==> src/logic/fgpio_pkg.sv <==
// Purpose: Shared constants and types for the five-pin port block.
// Assumes: Byte addresses on a plain strobe bus, 32-bit data words.
// Notes:   Every offset, bus width and control-field reset value is named here once.
`default_nettype none
package fgpio_pkg;

  // Port geometry and bus widths.
  localparam int unsigned PIN_CNT = 5;
  localparam int unsigned ADDR_W  = 8;
  localparam int unsigned DATA_W  = 32;

  // Register byte offsets from the block base.
  localparam logic [ADDR_W-1:0] OFS_PIN_DATA  = 8'h00;
  localparam logic [ADDR_W-1:0] OFS_OUT_EN    = 8'h04;
  localparam logic [ADDR_W-1:0] OFS_FUNC_SEL  = 8'h08;
  localparam logic [ADDR_W-1:0] OFS_OPEN_DRN  = 8'h28;
  localparam logic [ADDR_W-1:0] OFS_PULLUP_EN = 8'h2c;
  localparam logic [ADDR_W-1:0] OFS_INPUT_EN  = 8'h38;

  // Reset values of the control fields.
  localparam logic [PIN_CNT-1:0] RST_PIN_DATA  = 5'h00;
  localparam logic [PIN_CNT-1:0] RST_OUT_EN    = 5'h00;
  localparam logic [PIN_CNT-1:0] RST_FUNC_SEL  = 5'h00;
  localparam logic [PIN_CNT-1:0] RST_OPEN_DRN  = 5'h00;
  localparam logic [PIN_CNT-1:0] RST_PULLUP_EN = 5'h00;
  localparam logic [PIN_CNT-1:0] RST_INPUT_EN  = 5'h00;

  // Pin positions of the trace signals in the function select field.
  localparam int unsigned POS_TRACE_CLK = 0;
  localparam int unsigned POS_TRACE_D0  = 1;

  // Read data before the live field is placed in the low bits.
  localparam logic [DATA_W-1:0] RDATA_IDLE = 32'h0000_0000;

  // Pad configuration that travels from the register file to the drivers.
  typedef struct packed {
    logic [PIN_CNT-1:0] out_en;
    logic [PIN_CNT-1:0] func_sel;
    logic [PIN_CNT-1:0] open_drn;
    logic [PIN_CNT-1:0] pullup_en;
    logic [PIN_CNT-1:0] input_en;
  } fgpio_cfg_type;

  // Zero-extend a pin field into a bus word; upper bits always read zero.
  function automatic logic [DATA_W-1:0] fgpio_widen(
    input logic [PIN_CNT-1:0] field
  );
    fgpio_widen = {{(DATA_W-PIN_CNT){1'b0}}, field};
  endfunction

endpackage
`default_nettype wire

==> src/logic/fgpio_top.sv <==
// Purpose: Five-pin general-purpose port with a debug trace output mux.
// Assumes: Plain strobe bus on i_clk (200 MHz); read data one cycle later.
// Notes:   Pads are modelled as level in, level out and active-low enable.
`timescale 1ns/10ps
`default_nettype none
module fgpio_top
  import fgpio_pkg::*;
(
  input  wire logic                          i_clk,
  input  wire logic                          i_rst_b,
  input  wire logic [fgpio_pkg::ADDR_W-1:0]  i_addr,
  input  wire logic [fgpio_pkg::DATA_W-1:0]  i_wdata,
  input  wire logic                          i_wr,
  input  wire logic                          i_rd,
  output var  logic [fgpio_pkg::DATA_W-1:0]  o_rdata,
  input  wire logic                          i_trace_clock_out,
  input  wire logic [3:0]                    i_trace_data_out,
  input  wire logic [fgpio_pkg::PIN_CNT-1:0] i_pin,
  output var  logic [fgpio_pkg::PIN_CNT-1:0] o_pin,
  output var  logic [fgpio_pkg::PIN_CNT-1:0] o_pin_oe_b,
  output var  logic [fgpio_pkg::PIN_CNT-1:0] o_pullup_bits,
  output var  logic [fgpio_pkg::PIN_CNT-1:0] o_input_enable_bits
);

  logic [PIN_CNT-1:0] pin_data_bits_r;
  fgpio_cfg_type      cfg_r;
  logic [PIN_CNT-1:0] pin_sync;
  logic [PIN_CNT-1:0] pin_gated;
  logic [PIN_CNT-1:0] data_view;
  logic [PIN_CNT-1:0] trace_val;
  logic [DATA_W-1:0]  rdata_nxt;
  logic               hit_data;
  logic               hit_oe;
  logic               hit_fsel;
  logic               hit_od;
  logic               hit_pup;
  logic               hit_ie;

  // Address decode, shared by the write and read paths.
  always_comb begin
    hit_data = (i_addr == OFS_PIN_DATA);
    hit_oe   = (i_addr == OFS_OUT_EN);
    hit_fsel = (i_addr == OFS_FUNC_SEL);
    hit_od   = (i_addr == OFS_OPEN_DRN);
    hit_pup  = (i_addr == OFS_PULLUP_EN);
    hit_ie   = (i_addr == OFS_INPUT_EN);
  end

  // Pin data latch; only the low five bits of a write are kept.
  always_ff @(posedge i_clk or negedge i_rst_b) begin
    if (!i_rst_b) begin
      pin_data_bits_r <= RST_PIN_DATA;
    end else if (i_wr && hit_data) begin
      pin_data_bits_r <= i_wdata[PIN_CNT-1:0];
    end
  end

  // Direction control, one enable per pin.
  always_ff @(posedge i_clk or negedge i_rst_b) begin
    if (!i_rst_b) begin
      cfg_r.out_en <= RST_OUT_EN;
    end else if (i_wr && hit_oe) begin
      cfg_r.out_en <= i_wdata[PIN_CNT-1:0];
    end
  end

  // Function select decides port use or trace use for each pin.
  always_ff @(posedge i_clk or negedge i_rst_b) begin
    if (!i_rst_b) begin
      cfg_r.func_sel <= RST_FUNC_SEL;
    end else if (i_wr && hit_fsel) begin
      cfg_r.func_sel <= i_wdata[PIN_CNT-1:0];
    end
  end

  // Output stage type, CMOS or open drain per pin.
  always_ff @(posedge i_clk or negedge i_rst_b) begin
    if (!i_rst_b) begin
      cfg_r.open_drn <= RST_OPEN_DRN;
    end else if (i_wr && hit_od) begin
      cfg_r.open_drn <= i_wdata[PIN_CNT-1:0];
    end
  end

  // Pull-up enables go to the pads untouched.
  always_ff @(posedge i_clk or negedge i_rst_b) begin
    if (!i_rst_b) begin
      cfg_r.pullup_en <= RST_PULLUP_EN;
    end else if (i_wr && hit_pup) begin
      cfg_r.pullup_en <= i_wdata[PIN_CNT-1:0];
    end
  end

  // Input buffer enables; a disabled buffer gates its pad level to zero.
  always_ff @(posedge i_clk or negedge i_rst_b) begin
    if (!i_rst_b) begin
      cfg_r.input_en <= RST_INPUT_EN;
    end else if (i_wr && hit_ie) begin
      cfg_r.input_en <= i_wdata[PIN_CNT-1:0];
    end
  end

  // Pull-up and input enable outputs are the register bits themselves.
  always_comb begin
    o_pullup_bits       = cfg_r.pullup_en;
    o_input_enable_bits = cfg_r.input_en;
  end

  // Pad levels arrive asynchronously and are synchronised first.
  fgpio_sync u_sync (
    .i_clk   (i_clk),
    .i_rst_b (i_rst_b),
    .i_level (i_pin),
    .o_level (pin_sync)
  );

  // Trace signals already run on i_clk, so they need no synchroniser.
  always_comb begin
    trace_val = {i_trace_data_out[3:1], i_trace_data_out[0],
                 i_trace_clock_out};
  end

  // Output drivers for all five pins.
  fgpio_pad u_pad (
    .i_clk       (i_clk),
    .i_rst_b     (i_rst_b),
    .i_cfg       (cfg_r),
    .i_port_val  (pin_data_bits_r),
    .i_trace_val (trace_val),
    .o_pin       (o_pin),
    .o_pin_oe_b  (o_pin_oe_b)
  );

  // A pin with its output enable set reads back its latch, so a write is seen at once;
  // an input pin reads its level, and a dead buffer falls back to the latch
  // so the data bit still behaves as plain read/write storage.
  always_comb begin
    pin_gated = pin_sync & cfg_r.input_en;
    data_view = (cfg_r.out_en & pin_data_bits_r)
              | (~cfg_r.out_en & cfg_r.input_en & pin_gated)
              | (~cfg_r.out_en & ~cfg_r.input_en & pin_data_bits_r);
  end

  // Read mux; unmapped offsets answer zero.
  always_comb begin
    rdata_nxt = RDATA_IDLE;
    if (i_rd) begin
      unique case (1'b1)
        hit_data: rdata_nxt = fgpio_widen(data_view);
        hit_oe:   rdata_nxt = fgpio_widen(cfg_r.out_en);
        hit_fsel: rdata_nxt = fgpio_widen(cfg_r.func_sel);
        hit_od:   rdata_nxt = fgpio_widen(cfg_r.open_drn);
        hit_pup:  rdata_nxt = fgpio_widen(cfg_r.pullup_en);
        hit_ie:   rdata_nxt = fgpio_widen(cfg_r.input_en);
        default:  rdata_nxt = RDATA_IDLE;
      endcase
    end
  end

  // Read data stands only in the cycle after the strobe.
  always_ff @(posedge i_clk or negedge i_rst_b) begin
    if (!i_rst_b) begin
      o_rdata <= RDATA_IDLE;
    end else begin
      o_rdata <= rdata_nxt;
    end
  end

  // Read data is zero whenever no read was made the cycle before.
  chk_rdata_idle_zero: assert property (
    @(posedge i_clk) disable iff (!i_rst_b)
    !$past(i_rd) |-> (o_rdata == RDATA_IDLE))
    else $error("read data not zero outside a read answer");

  // Upper bits of every answer stay zero.
  chk_upper_bits_zero: assert property (
    @(posedge i_clk) disable iff (!i_rst_b)
    o_rdata[DATA_W-1:PIN_CNT] == '0)
    else $error("upper read data bits not zero");

  // A data write shows on pin 2 while it is a driving CMOS port pin.
  chk_data_write_pin: assert property (
    @(posedge i_clk) disable iff (!i_rst_b)
    (i_wr && hit_data) ##1 (cfg_r.out_en[2] && !cfg_r.func_sel[2]
      && !cfg_r.open_drn[2])
    |=> (o_pin[2] == $past(pin_data_bits_r[2], 1)) && !o_pin_oe_b[2])
    else $error("data write not seen on driving pin");

  // Output enable write reads back at offset 0x04.
  chk_oe_readback: assert property (
    @(posedge i_clk) disable iff (!i_rst_b)
    (i_wr && hit_oe) ##1 (i_rd && hit_oe)
    |=> o_rdata[PIN_CNT-1:0] == $past(i_wdata[PIN_CNT-1:0], 2))
    else $error("output enable readback mismatch");

  // A port pin with its driver off never drives.
  chk_port_released: assert property (
    @(posedge i_clk) disable iff (!i_rst_b)
    ((~$past(cfg_r.out_en) & ~$past(cfg_r.func_sel) & ~o_pin_oe_b) == '0))
    else $error("pin driven with output disabled");

  // An open-drain pin is never driven high.
  chk_open_drain_low: assert property (
    @(posedge i_clk) disable iff (!i_rst_b)
    ((~o_pin_oe_b & o_pin & $past(cfg_r.open_drn)) == '0))
    else $error("open-drain pin driven high");

  // Trace clock selected on pin 0 follows the trace source one cycle later.
  chk_trace_clock_mux: assert property (
    @(posedge i_clk) disable iff (!i_rst_b)
    (cfg_r.func_sel[POS_TRACE_CLK] && !cfg_r.open_drn[POS_TRACE_CLK])
    |=> (o_pin[POS_TRACE_CLK] == $past(i_trace_clock_out))
        && !o_pin_oe_b[POS_TRACE_CLK])
    else $error("trace clock not routed to pin 0");

  // Trace data 0 selected on pin 1 follows its source.
  chk_trace_data_mux: assert property (
    @(posedge i_clk) disable iff (!i_rst_b)
    (cfg_r.func_sel[POS_TRACE_D0] && !cfg_r.open_drn[POS_TRACE_D0])
    |=> o_pin[POS_TRACE_D0] == $past(i_trace_data_out[0]))
    else $error("trace data 0 not routed to pin 1");

  // Pull-up write reaches the pad enables on the next cycle.
  chk_pullup_follow: assert property (
    @(posedge i_clk) disable iff (!i_rst_b)
    (i_wr && hit_pup) |=> o_pullup_bits == $past(i_wdata[PIN_CNT-1:0]))
    else $error("pull-up enables did not follow write");

  // Input enable write reaches the pad enables on the next cycle.
  chk_input_en_follow: assert property (
    @(posedge i_clk) disable iff (!i_rst_b)
    (i_wr && hit_ie) |=> o_input_enable_bits == $past(i_wdata[PIN_CNT-1:0]))
    else $error("input enables did not follow write");

  // Right after reset every pin is released with pull and input off.
  chk_reset_quiet: assert property (
    @(posedge i_clk) disable iff (!i_rst_b)
    $rose(i_rst_b) |-> (o_pin_oe_b == '1) && (o_pullup_bits == '0)
      && (o_input_enable_bits == '0))
    else $error("pins not quiet after reset");

  // A pin data write lands in the latch next cycle, low bits only.
  chk_data_latch_write: assert property (
    @(posedge i_clk) disable iff (!i_rst_b)
    (i_wr && hit_data) |=> pin_data_bits_r == $past(i_wdata[PIN_CNT-1:0]))
    else $error("pin data write not latched");

  // An output enable write lands in the direction control next cycle.
  chk_oe_write_lands: assert property (
    @(posedge i_clk) disable iff (!i_rst_b)
    (i_wr && hit_oe) |=> cfg_r.out_en == $past(i_wdata[PIN_CNT-1:0]))
    else $error("output enable write not latched");

  // Function select written and read in the next cycle returns the written field.
  chk_fsel_readback: assert property (
    @(posedge i_clk) disable iff (!i_rst_b)
    (i_wr && hit_fsel) ##1 (i_rd && hit_fsel)
    |=> o_rdata[PIN_CNT-1:0] == $past(i_wdata[PIN_CNT-1:0], 2))
    else $error("function select readback mismatch");

  // Open-drain select written and read in the next cycle returns the written field.
  chk_od_readback: assert property (
    @(posedge i_clk) disable iff (!i_rst_b)
    (i_wr && hit_od) ##1 (i_rd && hit_od)
    |=> o_rdata[PIN_CNT-1:0] == $past(i_wdata[PIN_CNT-1:0], 2))
    else $error("open-drain readback mismatch");

  // A read of an unmapped offset answers zero.
  chk_unmapped_zero: assert property (
    @(posedge i_clk) disable iff (!i_rst_b)
    i_rd && !(hit_data || hit_oe || hit_fsel)
      && !(hit_od || hit_pup || hit_ie)
    |=> o_rdata == RDATA_IDLE)
    else $error("unmapped read not zero");

  // An input pin with its buffer on reads its synchronised level.
  chk_input_read: assert property (
    @(posedge i_clk) disable iff (!i_rst_b)
    (i_rd && hit_data) |=> ((o_rdata[PIN_CNT-1:0] ^ $past(pin_sync))
      & $past(~cfg_r.out_en & cfg_r.input_en)) == '0)
    else $error("input pin level not read back");

  // A trace pin with a CMOS stage always drives.
  chk_trace_drives: assert property (
    @(posedge i_clk) disable iff (!i_rst_b)
    (($past(cfg_r.func_sel) & ~$past(cfg_r.open_drn) & o_pin_oe_b) == '0))
    else $error("trace pin not driven");

  // A CMOS port pin with its driver on shows the latch one cycle later.
  chk_port_drives: assert property (
    @(posedge i_clk) disable iff (!i_rst_b)
    ((($past(pin_data_bits_r) ^ o_pin) | o_pin_oe_b)
      & $past(cfg_r.out_en & ~cfg_r.func_sel & ~cfg_r.open_drn)) == '0)
    else $error("port pin not driving its latch");

endmodule
`default_nettype wire

==> src/logic/fgpio_sync.sv <==
// Purpose: Two-stage synchroniser for the pad input levels.
// Assumes: Pad levels change with no relation to i_clk.
// Notes:   Only the second stage is visible to the rest of the block.
`timescale 1ns/10ps
`default_nettype none
module fgpio_sync
  import fgpio_pkg::*;
(
  input  wire logic                        i_clk,
  input  wire logic                        i_rst_b,
  input  wire logic [fgpio_pkg::PIN_CNT-1:0] i_level,
  output var  logic [fgpio_pkg::PIN_CNT-1:0] o_level
);

  logic [PIN_CNT-1:0] meta_r;

  // First stage feeds only the second, so no logic sees a metastable value.
  always_ff @(posedge i_clk or negedge i_rst_b) begin
    if (!i_rst_b) begin
      meta_r  <= '0;
      o_level <= '0;
    end else begin
      meta_r  <= i_level;
      o_level <= meta_r;
    end
  end

endmodule
`default_nettype wire

==> src/logic/fgpio_pad.sv <==
// Purpose: Registered output drivers for the five port pins.
// Assumes: Configuration and data come from flops on the same clock.
// Notes:   Output enable is active low; a released pin floats or pulls up.
`timescale 1ns/10ps
`default_nettype none
module fgpio_pad
  import fgpio_pkg::*;
(
  input  wire logic                          i_clk,
  input  wire logic                          i_rst_b,
  input  wire fgpio_pkg::fgpio_cfg_type      i_cfg,
  input  wire logic [fgpio_pkg::PIN_CNT-1:0] i_port_val,
  input  wire logic [fgpio_pkg::PIN_CNT-1:0] i_trace_val,
  output var  logic [fgpio_pkg::PIN_CNT-1:0] o_pin,
  output var  logic [fgpio_pkg::PIN_CNT-1:0] o_pin_oe_b
);

  logic [PIN_CNT-1:0] val_nxt;
  logic [PIN_CNT-1:0] drive_nxt;

  // Trace use overrides the port latch and always wants the driver.
  always_comb begin
    val_nxt   = (i_cfg.func_sel & i_trace_val)
              | (~i_cfg.func_sel & i_port_val);
    drive_nxt = i_cfg.func_sel | i_cfg.out_en;
    // An open-drain pin only ever pulls low; a one releases it.
    drive_nxt = drive_nxt & ~(i_cfg.open_drn & val_nxt);
  end

  // Pins come straight from flops so no glitch reaches the pads.
  always_ff @(posedge i_clk or negedge i_rst_b) begin
    if (!i_rst_b) begin
      o_pin      <= '0;
      o_pin_oe_b <= '1;
    end else begin
      o_pin      <= val_nxt;
      o_pin_oe_b <= ~drive_nxt;
    end
  end

endmodule
`default_nettype wire

==> config.mk <==
export PLATFORM = sky130hd
export DESIGN_NAME = fgpio_top
export DESIGN_NICKNAME = d
export VERILOG_FILES = /design/src/logic/fgpio_pkg.sv /design/src/logic/fgpio_top.sv /design/src/logic/fgpio_sync.sv /design/src/logic/fgpio_pad.sv
export SDC_FILE = /design/constraint.sdc
export NUM_CORES = 1
export LEC_CHECK = 0
export BUFFER_PORTS_ARGS = -buffer_cell sky130_fd_sc_hd__buf_2
export CAP_MARGIN = 40
export CORE_MARGIN = 5
export CORE_UTILIZATION = 52
export DETAILED_ROUTE_END_ITERATION = 6
export GPL_TIMING_DRIVEN = 0
export PLACE_DENSITY = 0.93
export SYNTH_ARGS = -nofsm -noshare
export SYNTH_HDL_FRONTEND = slang
export SYNTH_SLANG_ARGS = --single-unit
==> constraint.sdc <==
create_clock -name i_clk -period 3.5 [get_ports i_clk]
set_clock_uncertainty 0.2 [all_clocks]
set_input_delay 0.35 -clock i_clk [delete_from_list [all_inputs] [get_ports i_clk]]
set_output_delay 0.35 -clock i_clk [all_outputs]
set_load 0.05 [all_outputs]
# After elaboration in Yosys (flattened, before gate mapping)
# Cells that the tools add are included.
dict set report op_classes {
  bitwise_logic 19
  muxes 2
  reduce_logical 7
  n_eq_ne 5
}
# op count
set op_table {}
lappend op_table {{$and 5x5->5} 10}
lappend op_table {{$mux 32} 1}
lappend op_table {{$pmux 5 s6} 1}
lappend op_table {{$not 5->5} 5}
lappend op_table {{$eq 8x6->1 const B} 3}
lappend op_table {{$or 5x5->5} 4}
lappend op_table {{$eq 8x3->1 const B} 1}
lappend op_table {{$eq 8x4->1 const B} 1}
lappend op_table {{$logic_not 8->1} 1}
lappend op_table {{$logic_and 1x1->1} 6}
dict set report word_totals {
  reg_bits 82
  in_bits 54
  out_inout_bits 52
}

# Logic depth before layout (Yosys ltp)
# Gate-level depths: netlist (run 1).
dict set report depth {
  depth_word 7
  depth_mapped 6
  ltp_nobuf 4
}

# Modules after synthesis
# Synthesis (run 1) repeated with hierarchy kept, for this count alone.
dict set report hier_totals {
  hier_cells 221
  hier_area_um2 2631.3
}
# module instances area_each_um2 cells_each seq_area_each_um2
set by_module_without_submodules {}
lappend by_module_without_submodules {fgpio_top 1 1985.7 183 875.8}
lappend by_module_without_submodules {fgpio_pad 1 395.4 28 256.5}
lappend by_module_without_submodules {fgpio_sync 1 250.2 10 250.2}

# Least setup slack after synthesis (run 1)
# Ideal clock, no wire load.
dict set report synth_timing {
  path_kind {input-to-reg}
  start {input i_addr[4] (netlist name)}
  end {register pin_data_bits_r[0]}
  arrival_time_ns 1.827
  setup_slack_ns 1.348
  n_path_buf 2
  stages 6
  path_cell_list {buf_6 -> or4_4 -> nor2_8 -> and4b_1 -> buf_6 -> mux2_4}
}
dict set report synth_between {
  elab_chain_len 2
}
# element line_no
set synth_lines {}
lappend synth_lines {{start, declared} fgpio_top.sv:11} ;# input wire logic [fgpio_pkg::ADDR_W-1:0] i_addr,
lappend synth_lines {{$logic_not 8->1} fgpio_top.sv:41} ;# hit_data = (i_addr == OFS_PIN_DATA);
lappend synth_lines {{$logic_and 1x1->1} fgpio_top.sv:53} ;# end else if (i_wr && hit_data) begin
lappend synth_lines {{end signal, assigned} fgpio_top.sv:54} ;# pin_data_bits_r <= i_wdata[PIN_CNT-1:0];
lappend synth_lines {{end, declared} fgpio_top.sv:25} ;# logic [PIN_CNT-1:0] pin_data_bits_r;
# No other way between the ends.
# A chain may end at the register's enable or synchronous reset.

# Final worst setup path (run 1)
dict set report layout_timing {
  start {input i_addr[2] (netlist name)}
  end {register cfg_r[13] (netlist name)}
}
dict set report layout_between {
  elab_chain_len 2
}
# element line_no
set layout_lines {}
lappend layout_lines {{$eq 8x6->1} fgpio_top.sv:44} ;# hit_od = (i_addr == OFS_OPEN_DRN);
lappend layout_lines {{$logic_and 1x1->1} fgpio_top.sv:80} ;# end else if (i_wr && hit_od) begin
lappend layout_lines {{end, declared} fgpio_top.sv:26} ;# fgpio_cfg_type cfg_r;
# No other way between the ends.

==> summary.md, run 1 <==
| Metric | Value |
|---|---|
| Critical Path Start | i_addr[2] |
| Lkg Pwr | 1.73 nW |
| Final critical-path share of the clock period | 0.579 |
| Placer Congestion | 0.787 |
| WL per Instance | 14.8 µm |
| Die ar. | 6550 µm² |
| TritonRoute pass-1 iters | 4 |
| Largest net degree at the start of global routing | 38 |
| Clk pin slew, worst setup/hold paths | 0.09 ns |
| Post-Syn Area | 2620 µm² |
| Num CTS Buffers | 5 |
| Worst-path cell with the longest stage delay | nor4b_1 |
| Cells on worst reg2reg path | 4 |
| Global-route wire length before repair | 8580 µm |
| Setup violations, final | 0 |
| Core box area | 4820 µm² |
| Starting DRT DRC Count | 106 |
| Antenna diode count | 0 |
| Status | complete, no violations |
| Htree depth | 2 |
| Crit path max fanout | 7 |
| Crit path max-delay family | simple AND/OR/NAND/NOR gates |
| Distinct cell type count after synthesis | 38 |
| DRC Markers | 0 |
| Pwr dens | 425 nW/µm² |
| Initial antenna violation count | 0 |
| Layout cells sized above 1 | 0.502 |
| Final Max Tran Viols | 0 |
| Maximum VDD drop | 0.000269 V |
| Clock Root Buffer | clkbuf_8 |
| Min Tclk post-route | 2.03 ns |
| P&R area growth vs syn | 24.3% |
| R2R setup slack | 2.08 ns |
| Post-DP HPWL | 4080 µm |
| Tightest Hold Check Type | input pin to flop |
| # port buffers | 50 |
| Tot GR Track Use | 0.173 |
| Clock sinks | 55 |
| Net count, final | 348 |
| Max incr delay on CP | 0.56 ns |
| Worst Min Path Start | i_trace_data_out[0] |
| DP Worst Slack | 1.20 ns |
| Site Rows | 25 |
| Worst-Margin Slew | 0.577 ns |
| Number of synthesized flops with an enable pin | 0 |
| Dominant synthesized flop cell | dfrtp_1 |
| Critical Path Sink | cfg_r[13] |
| Count of state elements after synthesis | 55 |
| Worst Path Required | 3.49 ns |
| Reg-to-reg critical path startpoint | cfg_r[20] |
| Top-level I/O count | 106 |
| Worst hold slack | 0.0875 ns |
| Post-synth ARST share | 1.00 |
| CTS tree | built |
| Worst slew margin | 0.610 |
| Chip width | 80.9 µm |
| Max-Cap Viols | 0 |
| Post-Place Cells | 348 |
| Detail Route Antenna Nets | 0 |
| Final TNS setup | 0 ns |
| Fmax | 493 MHz |
| Post-Syn Instances | 203 |
| Worst Path Arrival | 2.02 ns |
| FF-to-FF End | o_rdata[0] |
| Vias/cell | 4.91 |
| Count of non-filler cells in the finished layout | 362 |
| RSZ-0062 raised after global routing | false |
| Sequential area share after synthesis | 0.529 |
| Total power | 1.38 mW |
| Max Buffers Root-to-Sink | 2 |
| Final design utilization | 0.675 |
| Worst path depth | 5 |
| Crit Path Category | input pin to flop |
| Ys Warns | 0 |
| Setup crit start kind | input pin |
| Total grt overflow | 0 |
| Syn avg cell area | 12.9 µm² |
| Via count | 1,779 |
| Fin. Hold Viols | 0 |
| WL final | 5350 µm |
| Critical Path, Cell by Cell | buf_2, nor4b_1, and3b_2, clkbuf_1, mux2_2 |
| Finished Cell Area | 3250 µm² |
| Die height | 80.9 µm |
| Number of global-route vias before repair | 1,833 |
| Starting Density | 0.543 |
| Dpl cell area | 3070 µm² |
| Kind of end point of the critical path | flop |
| Clock Latency Late Sink | 0.30 ns |
| Worst path buffer plus inverter count | 2 |
| Slack of the critical path | 1.47 ns |
[layer usage]
| layer | global-route usage | wire, µm | vias to the layer above |
|---|---|---|---|
| met3 | 0.0410 | 302 | 12 |
| met1 | 0.208 | 2150 | 870 |
| li1 | - | - | 839 |
| met2 | 0.300 | 2790 | 58 |
| met4 | 0.0659 | 102 | 0 |
| met5 | 0 | 0 | - |
[power breakdown]
| part | leakage, nW | total (mW) | switching (mW) | internal, mW |
|---|---|---|---|---|
| sequential | 0.721 | 0.690 | 0.0202 | 0.670 |
| combinational | 0.947 | 0.262 | 0.176 | 0.0861 |
| clock | 0.0612 | 0.427 | 0.196 | 0.232 |
| total | 1.73 | 1.38 | 0.392 | 0.988 |
[cell usage after synthesis (2+ instances only)]
| cell type | count | share of area |
|---|---|---|
| nor2_1 | 3 | 0.0043 |
| nor2b_1 | 5 | 0.012 |
| mux2_2 | 30 | 0.13 |
| buf_6 | 2 | 0.0086 |
| o211ai_1 | 2 | 0.0057 |
| mux2_4 | 5 | 0.029 |
| o221ai_1 | 3 | 0.010 |
| or2_2 | 2 | 0.0048 |
| inv_1 | 3 | 0.0043 |
| a21oi_1 | 2 | 0.0038 |
| a22oi_1 | 5 | 0.014 |
| o21bai_1 | 3 | 0.0086 |
| dfstp_2 | 5 | 0.050 |
| mux2i_1 | 5 | 0.019 |
| o2111ai_1 | 2 | 0.0067 |
| o21ai_0 | 6 | 0.011 |
| buf_4 | 37 | 0.11 |
| a211o_1 | 3 | 0.010 |
| nand4_1 | 2 | 0.0048 |
| nand3_1 | 3 | 0.0057 |
| clkbuf_1 | 3 | 0.0043 |
| dfrtp_1 | 50 | 0.48 |
| nand2_1 | 7 | 0.010 |
[placed cells by master (no fill, tap or decap), types with 3 or more instances in the layout]
master	instances
mux2i_1	5
nor2_1	3
a211o_1	3
clkbuf_1	3
inv_1	3
o21ai_0	6
buf_4	37
dfrtp_1	50
buf_2	52
a22oi_1	5
conb_1	27
dlygate4sd3_1	6
nand2_1	7
clkbuf_8	6
o221ai_1	3
mux2_2	30
nor2b_1	5
dfstp_2	5
mux2_4	5
o21bai_1	3
nand3_1	3
[worst register-to-register path: stages, from the launching register on]
cell and delay [ns]:
dfrtp_1 0.42, o21bai_1 0.16, a221o_1 0.29, nand3_1 0.08, o221ai_1 0.13
[logic make-up (layout without fill, tap and decap cells)]
group	after synthesis	in the layout	share of synthesized area
buffers and inverters	46	112	0.125
AOI/OAI and AO/OA	27	27	0.0746
muxes	40	40	0.177
other	1	27	0.00143
DFF	55	55	0.529
and+or+nand+nor	34	34	0.0928
[how the worst min path moves through the flow]
stage | endpoint | slack (ns) | cells after the start
after floorplan | cfg_r[10] | -0.15 | 0
after global placement | u_sync.o_level[0] | 0.13 | 0
after detailed placement | cfg_r[13] | 0.11 | 1
after CTS | u_pad.o_pin[3] | 0.09 | 2
after global routing | u_pad.o_pin[3] | 0.08 | 2
final | u_pad.o_pin[1] | 0.09 | 2
[state kept, by name, summed over array words and instances (netlist names)]
signal               count
o_rdata                  5
u_pad.o_pin              5
u_sync.meta_r            5
cfg_r                   15
o_input_enable_bits      5
u_sync.o_level           5
pin_data_bits_r          5
u_pad.o_pin_oe_b         5
o_pullup_bits            5
[cell type report]
type,count,area (µm²)
Inverter,3,11.3
Fill cell,370,1570
Tap cell,67,83.8
Clock inverter,2,35.0
Sequential cell,55,1380
Multi-Input combinational cell,128,1000
Timing Repair Buffer,58,335
Clock buffer,6,82.6
Buffer,43,317
[what timing repair did]
| action | CTS | global route |
|---|---|---|
| hold endpoints to repair | 20 | 0 |
| gates resized for setup | 0 | 0 |
| hold buffers | 6 | 0 |
| buffers inserted | 0 | 0 |
Note: power is estimated with default switching activity, not from simulation.
==> inputs of run 2 (changes only) <==
CORE_UTILIZATION = 48   (was 52)
PLACE_DENSITY = 0.88   (was 0.93)
clock period = 2 ns   (was 3.5 ns; I/O delays follow)
==> run 2 against run 1 <==
Against the previous run:
- wire length is 2.7% higher
- final cell count is 3.3% higher
- non-clock buffer count is 9 higher
- setup slack worse by 1.3 ns
- via count is 1.9% higher
==> summary.md, run 2 (synthesized netlist as in run 1, its figures left out) <==
| Metric | Value |
|---|---|
| Status | complete, no violations |
| Max incr delay on CP | 0.51 ns |
| Tot GR Track Use | 0.162 |
| Post-DP HPWL | 4020 µm |
| Top reg by flops | cfg_r |
| Chip width | 83.8 µm |
| Max-Cap Viols | 0 |
| Commonest non-fill, non-tap cells in the layout | buf_2, dfrtp_1, buf_4 |
| Clock Latency Late Sink | 0.31 ns |
| Setup crit start kind | input pin |
| Max reg flops | 15 |
| Clk pin slew, worst setup/hold paths | 0.09 ns |
| Final Max Tran Viols | 0 |
| Starting Density | 0.502 |
| Die ar. | 7020 µm² |
| Starting DRT DRC Count | 93 |
| Tightest Hold Check Type | input pin to flop |
| RSZ-0062 raised after global routing | false |
| Crit path max-delay family | simple AND/OR/NAND/NOR gates |
| Crit path max fanout | 7 |
| Worst Path Arrival | 1.84 ns |
| TritonRoute pass-1 iters | 4 |
| Maximum VDD drop | 0.000434 V |
| Die height | 83.8 µm |
| Worst Path Required | 2.00 ns |
| Critical Path Start | i_addr[2] |
| Top-level I/O count | 106 |
| # port buffers | 50 |
| Antenna diode count | 0 |
| Global-route wire length before repair | 9160 µm |
| Fmax | 545 MHz |
| Setup violations, final | 0 |
| Most common cell after layout, fill and taps aside | buf_2 |
| Clock sinks | 55 |
| Slack of the critical path | 0.164 ns |
| Core box area | 5200 µm² |
| Worst path buffer plus inverter count | 2 |
| Final critical-path share of the clock period | 0.918 |
| Htree depth | 2 |
| Detail Route Antenna Nets | 0 |
| DP Worst Slack | -0.121 ns |
| Num CTS Buffers | 5 |
| Final design utilization | 0.642 |
| WL per Instance | 14.7 µm |
| Post-cts resize count | 0 |
| Net count, final | 357 |
| Via count | 1,813 |
| WL final | 5490 µm |
| Worst-Margin Slew | 0.590 ns |
| Max Buffers Root-to-Sink | 2 |
| Critical Path, Cell by Cell | buf_2, nor4b_1, and3b_2, clkbuf_1, mux2_2 |
| Reg-to-reg critical path startpoint | cfg_r[20] |
| Worst Min Path Start | i_wdata[3] |
| P&R area growth vs syn | 27.8% |
| Worst-path cell with the longest stage delay | nor4b_1 |
| Total grt overflow | 0 |
| Worst slew margin | 0.607 |
| Fin. Hold Viols | 0 |
| Kind of end point of the critical path | flop |
| Pwr dens | 724 nW/µm² |
| DRC Markers | 0 |
| Crit Path Category | input pin to flop |
| Number of global-route vias before repair | 1,929 |
| CTS tree | built |
| Largest net degree at the start of global routing | 39 |
| Initial antenna violation count | 0 |
| Clock Root Buffer | clkbuf_8 |
| Layout cells sized above 1 | 0.487 |
| Min Tclk post-route | 1.84 ns |
| Placer Congestion | 0.791 |
| Vias/cell | 4.85 |
| Lkg Pwr | 1.77 nW |
| Site Rows | 26 |
[run 2: timing repair]
action	4_1_cts	5_1_grt
buffers inserted	0	0
hold buffers	15	0
hold endpoints to repair	85	0
[run 2: path summary, 6_finish.rpt]
kind | slack, ns | endpoint | cells past startpoint
max | 0.16 | cfg_r[10] | 5
min | 0.04 | pin_data_bits_r[3] | 2
max reg2reg | 0.57 | o_rdata[0] | 4
min reg2reg | 0.15 | u_sync.o_level[4] | 0
max in group asynchronous | 0.86 | u_pad.o_pin_oe_b[2] | 3
min in group asynchronous | 0.15 | u_pad.o_pin[3] | 2
[run 2: layer usage]
layer  global-route usage  wire length, µm
met3               0.0454              312
met1                0.189             2210
met4               0.0541               92
met5                    0                0
met2                0.287             2870
[run 2: power breakdown]
part           switching, mW  internal [mW]  leakage (nW)
clock                  0.336          0.405        0.0612
sequential            0.0354           1.17         0.721
combinational          0.311          0.162         0.983
total                  0.682           1.74          1.77
[run 2: layout make-up]
type	count	area (µm²)
plain buffers	43	317
repair buffers	67	425
clock buffers	6	82.6
well taps	70	87.6
inverters	3	11.3
clock inverters	2	35.0
multi-input cells	128	1000
flip-flops and latches	55	1380
fillers	425	1860
[run 2: through the flow]
step | area (µm²) | hold WS, ns | cells | total power [mW] | setup TNS, ns
floorplan | 2710 | -0.296 | 229 | 1.56 | 0
global placement | 3050 | 0.109 | 349 | 1.66 | -2.17
detailed placement | 3080 | -0.0493 | 351 | 1.68 | -1.43
CTS | 3340 | 0.00625 | 374 | 2.45 | 0
global route | 3340 | 0.0146 | 374 | 2.53 | 0
finish | 3340 | 0.0375 | 374 | 2.42 | 0
==> inputs of run 3 (changes only) <==
PLACE_DENSITY = 0.77   (was 0.88)
==> run 3 against run 2 <==
Against the previous run:
- die area is the same
- combinational power shrank 2%
- largest power group unchanged
- highest routed layer unchanged
- count of clock-buffer cells in the layout is the same
- critical path type unchanged
==> summary.md, run 3 (synthesized netlist as in run 1, its figures left out) <==
| Metric | Value |
|---|---|
| WL per Instance | 14.0 µm |
| Final Max Tran Viols | 0 |
| Top-level I/O count | 106 |
| WL final | 5170 µm |
| Worst-path cell with the longest stage delay | nor4b_1 |
| Hold-fix buffers at CTS | 12 |
| Worst slew margin | 0.610 |
| # port buffers | 50 |
| Placer Congestion | 0.740 |
| Hold path depth | 2 |
| Tightest Hold Check Type | input pin to flop |
| Sw frac | 0.282 |
| Worst path buffer plus inverter count | 2 |
| Setup violations, final | 0 |
| Via count | 1,760 |
| Net count, final | 354 |
| Total grt overflow | 0 |
| TritonRoute pass-1 iters | 4 |
| Num CTS Buffers | 5 |
| RSZ-0062 raised after global routing | false |
| Htree depth | 2 |
| Worst Path Arrival | 1.85 ns |
| Vias/cell | 4.76 |
| Antenna diode count | 0 |
| Cells on worst reg2reg path | 4 |
| Flop pwr share | 0.511 |
| Clk pwr share | 0.294 |
| Crit path max-delay family | simple AND/OR/NAND/NOR gates |
| CTS tree | built |
| Starting Density | 0.502 |
| Worst-Margin Slew | 0.576 ns |
| Multi-input logic area | 1000 µm² |
| Final TNS setup | 0 ns |
| Fmax | 539 MHz |
| Die height | 83.8 µm |
| Number of global-route vias before repair | 1,784 |
| Detail Route Antenna Nets | 0 |
| Fin. Hold Viols | 0 |
| Clock Latency Late Sink | 0.30 ns |
| Max incr delay on CP | 0.56 ns |
| Global-route wire length before repair | 8560 µm |
| P&R area growth vs syn | 26.1% |
| R2R setup slack | 0.59 ns |
| Layout cells sized above 1 | 0.487 |
| Clock sinks | 55 |
| Worst Path Required | 1.99 ns |
| Switching Power | 0.667 mW |
| Setup crit start kind | input pin |
| Tot GR Track Use | 0.152 |
| Clock Root Buffer | clkbuf_8 |
| Post-DP HPWL | 3860 µm |
| DP Worst Slack | -0.134 ns |
| Lkg Pwr | 1.74 nW |
| Site Rows | 26 |
| FILL cells | 450 |
| Crit path max fanout | 7 |
| Top reg by flops | cfg_r |
| Combinational power share | 0.196 |
| Crit Path Category | input pin to flop |
| Clk pin slew, worst setup/hold paths | 0.09 ns |
| Initial antenna violation count | 0 |
| Commonest non-fill, non-tap cells in the layout | buf_2, dfrtp_1, buf_4 |
| Min Tclk post-route | 1.86 ns |
| Maximum VDD drop | 0.000418 V |
| Max-Cap Viols | 0 |
| Max Buffers Root-to-Sink | 2 |
| Status | complete, no violations |
| Core box area | 5200 µm² |
| Pwr dens | 717 nW/µm² |
| Max reg flops | 15 |
| Kind of end point of the critical path | flop |
| Worst path depth | 5 |
| Die ar. | 7020 µm² |
| Int Power | 1.70 mW |
| Slack of the critical path | 0.144 ns |
| Setup Buffers After CTS | 0 |
| Most common cell after layout, fill and taps aside | buf_2 |
| Starting DRT DRC Count | 80 |
| Critical Path, Cell by Cell | buf_2, nor4b_1, and3b_2, clkbuf_1, mux2_2 |
| Final critical-path share of the clock period | 0.928 |
| Post-cts resize count | 0 |
| DRC Markers | 0 |
| Chip width | 83.8 µm |
| Area taken by flip-flops and latches | 1380 µm² |
| Largest net degree at the start of global routing | 35 |
[run 3: worst paths after layout]
| path | startpoint | to |
|---|---|---|
| hold reg to reg | u_sync.meta_r[1] | u_sync.o_level[1] |
| setup / recovery | i_addr[2] | cfg_r[11] |
| setup reg to reg | cfg_r[20] | o_rdata[0] |
| min in group asynchronous | i_rst_b | o_input_enable_bits[2] |
| hold / removal | i_wdata[0] | cfg_r[20] |
| max in group asynchronous | i_rst_b | u_pad.o_pin_oe_b[1] |
[run 3: layout make-up]
class                   instances  area share
clock buffers                   6      0.0220
flip-flops and latches         55       0.419
well taps                      70      0.0266
inverters                       3     0.00341
multi-input cells             128       0.304
clock inverters                 1     0.00910
plain buffers                  43      0.0960
repair buffers                 64       0.120
[run 3: power groups by stage]
stage | clock network (mW) | registers (mW) | logic, mW
after floorplan | 0 | 1.28 | 0.284
after global placement | 0 | 1.23 | 0.437
after detailed placement | 0 | 1.23 | 0.447
after CTS | 0.716 | 1.21 | 0.465
after global routing | 0.757 | 1.21 | 0.496
final | 0.694 | 1.21 | 0.463
[run 3: metrics by stage]
stage	util	area [µm²]	hold WS [ns]	power, mW	instances
3_3_place_gp	0.586	3050	0.108	1.66	349
5_1_grt	0.634	3300	0.000860	2.47	370
4_1_cts	0.634	3300	0.0000926	2.39	370
6_report	0.634	3300	0.00419	2.37	370
3_5_place_dp	0.591	3080	-0.00507	1.68	351
2_1_floorplan	-	2710	-0.296	1.56	229
[run 3: layer usage]
metal	track usage	part of all wire
met5	0	0
met4	0.0424	0.016
met3	0.0454	0.084
met2	0.260	0.50
met1	0.186	0.40
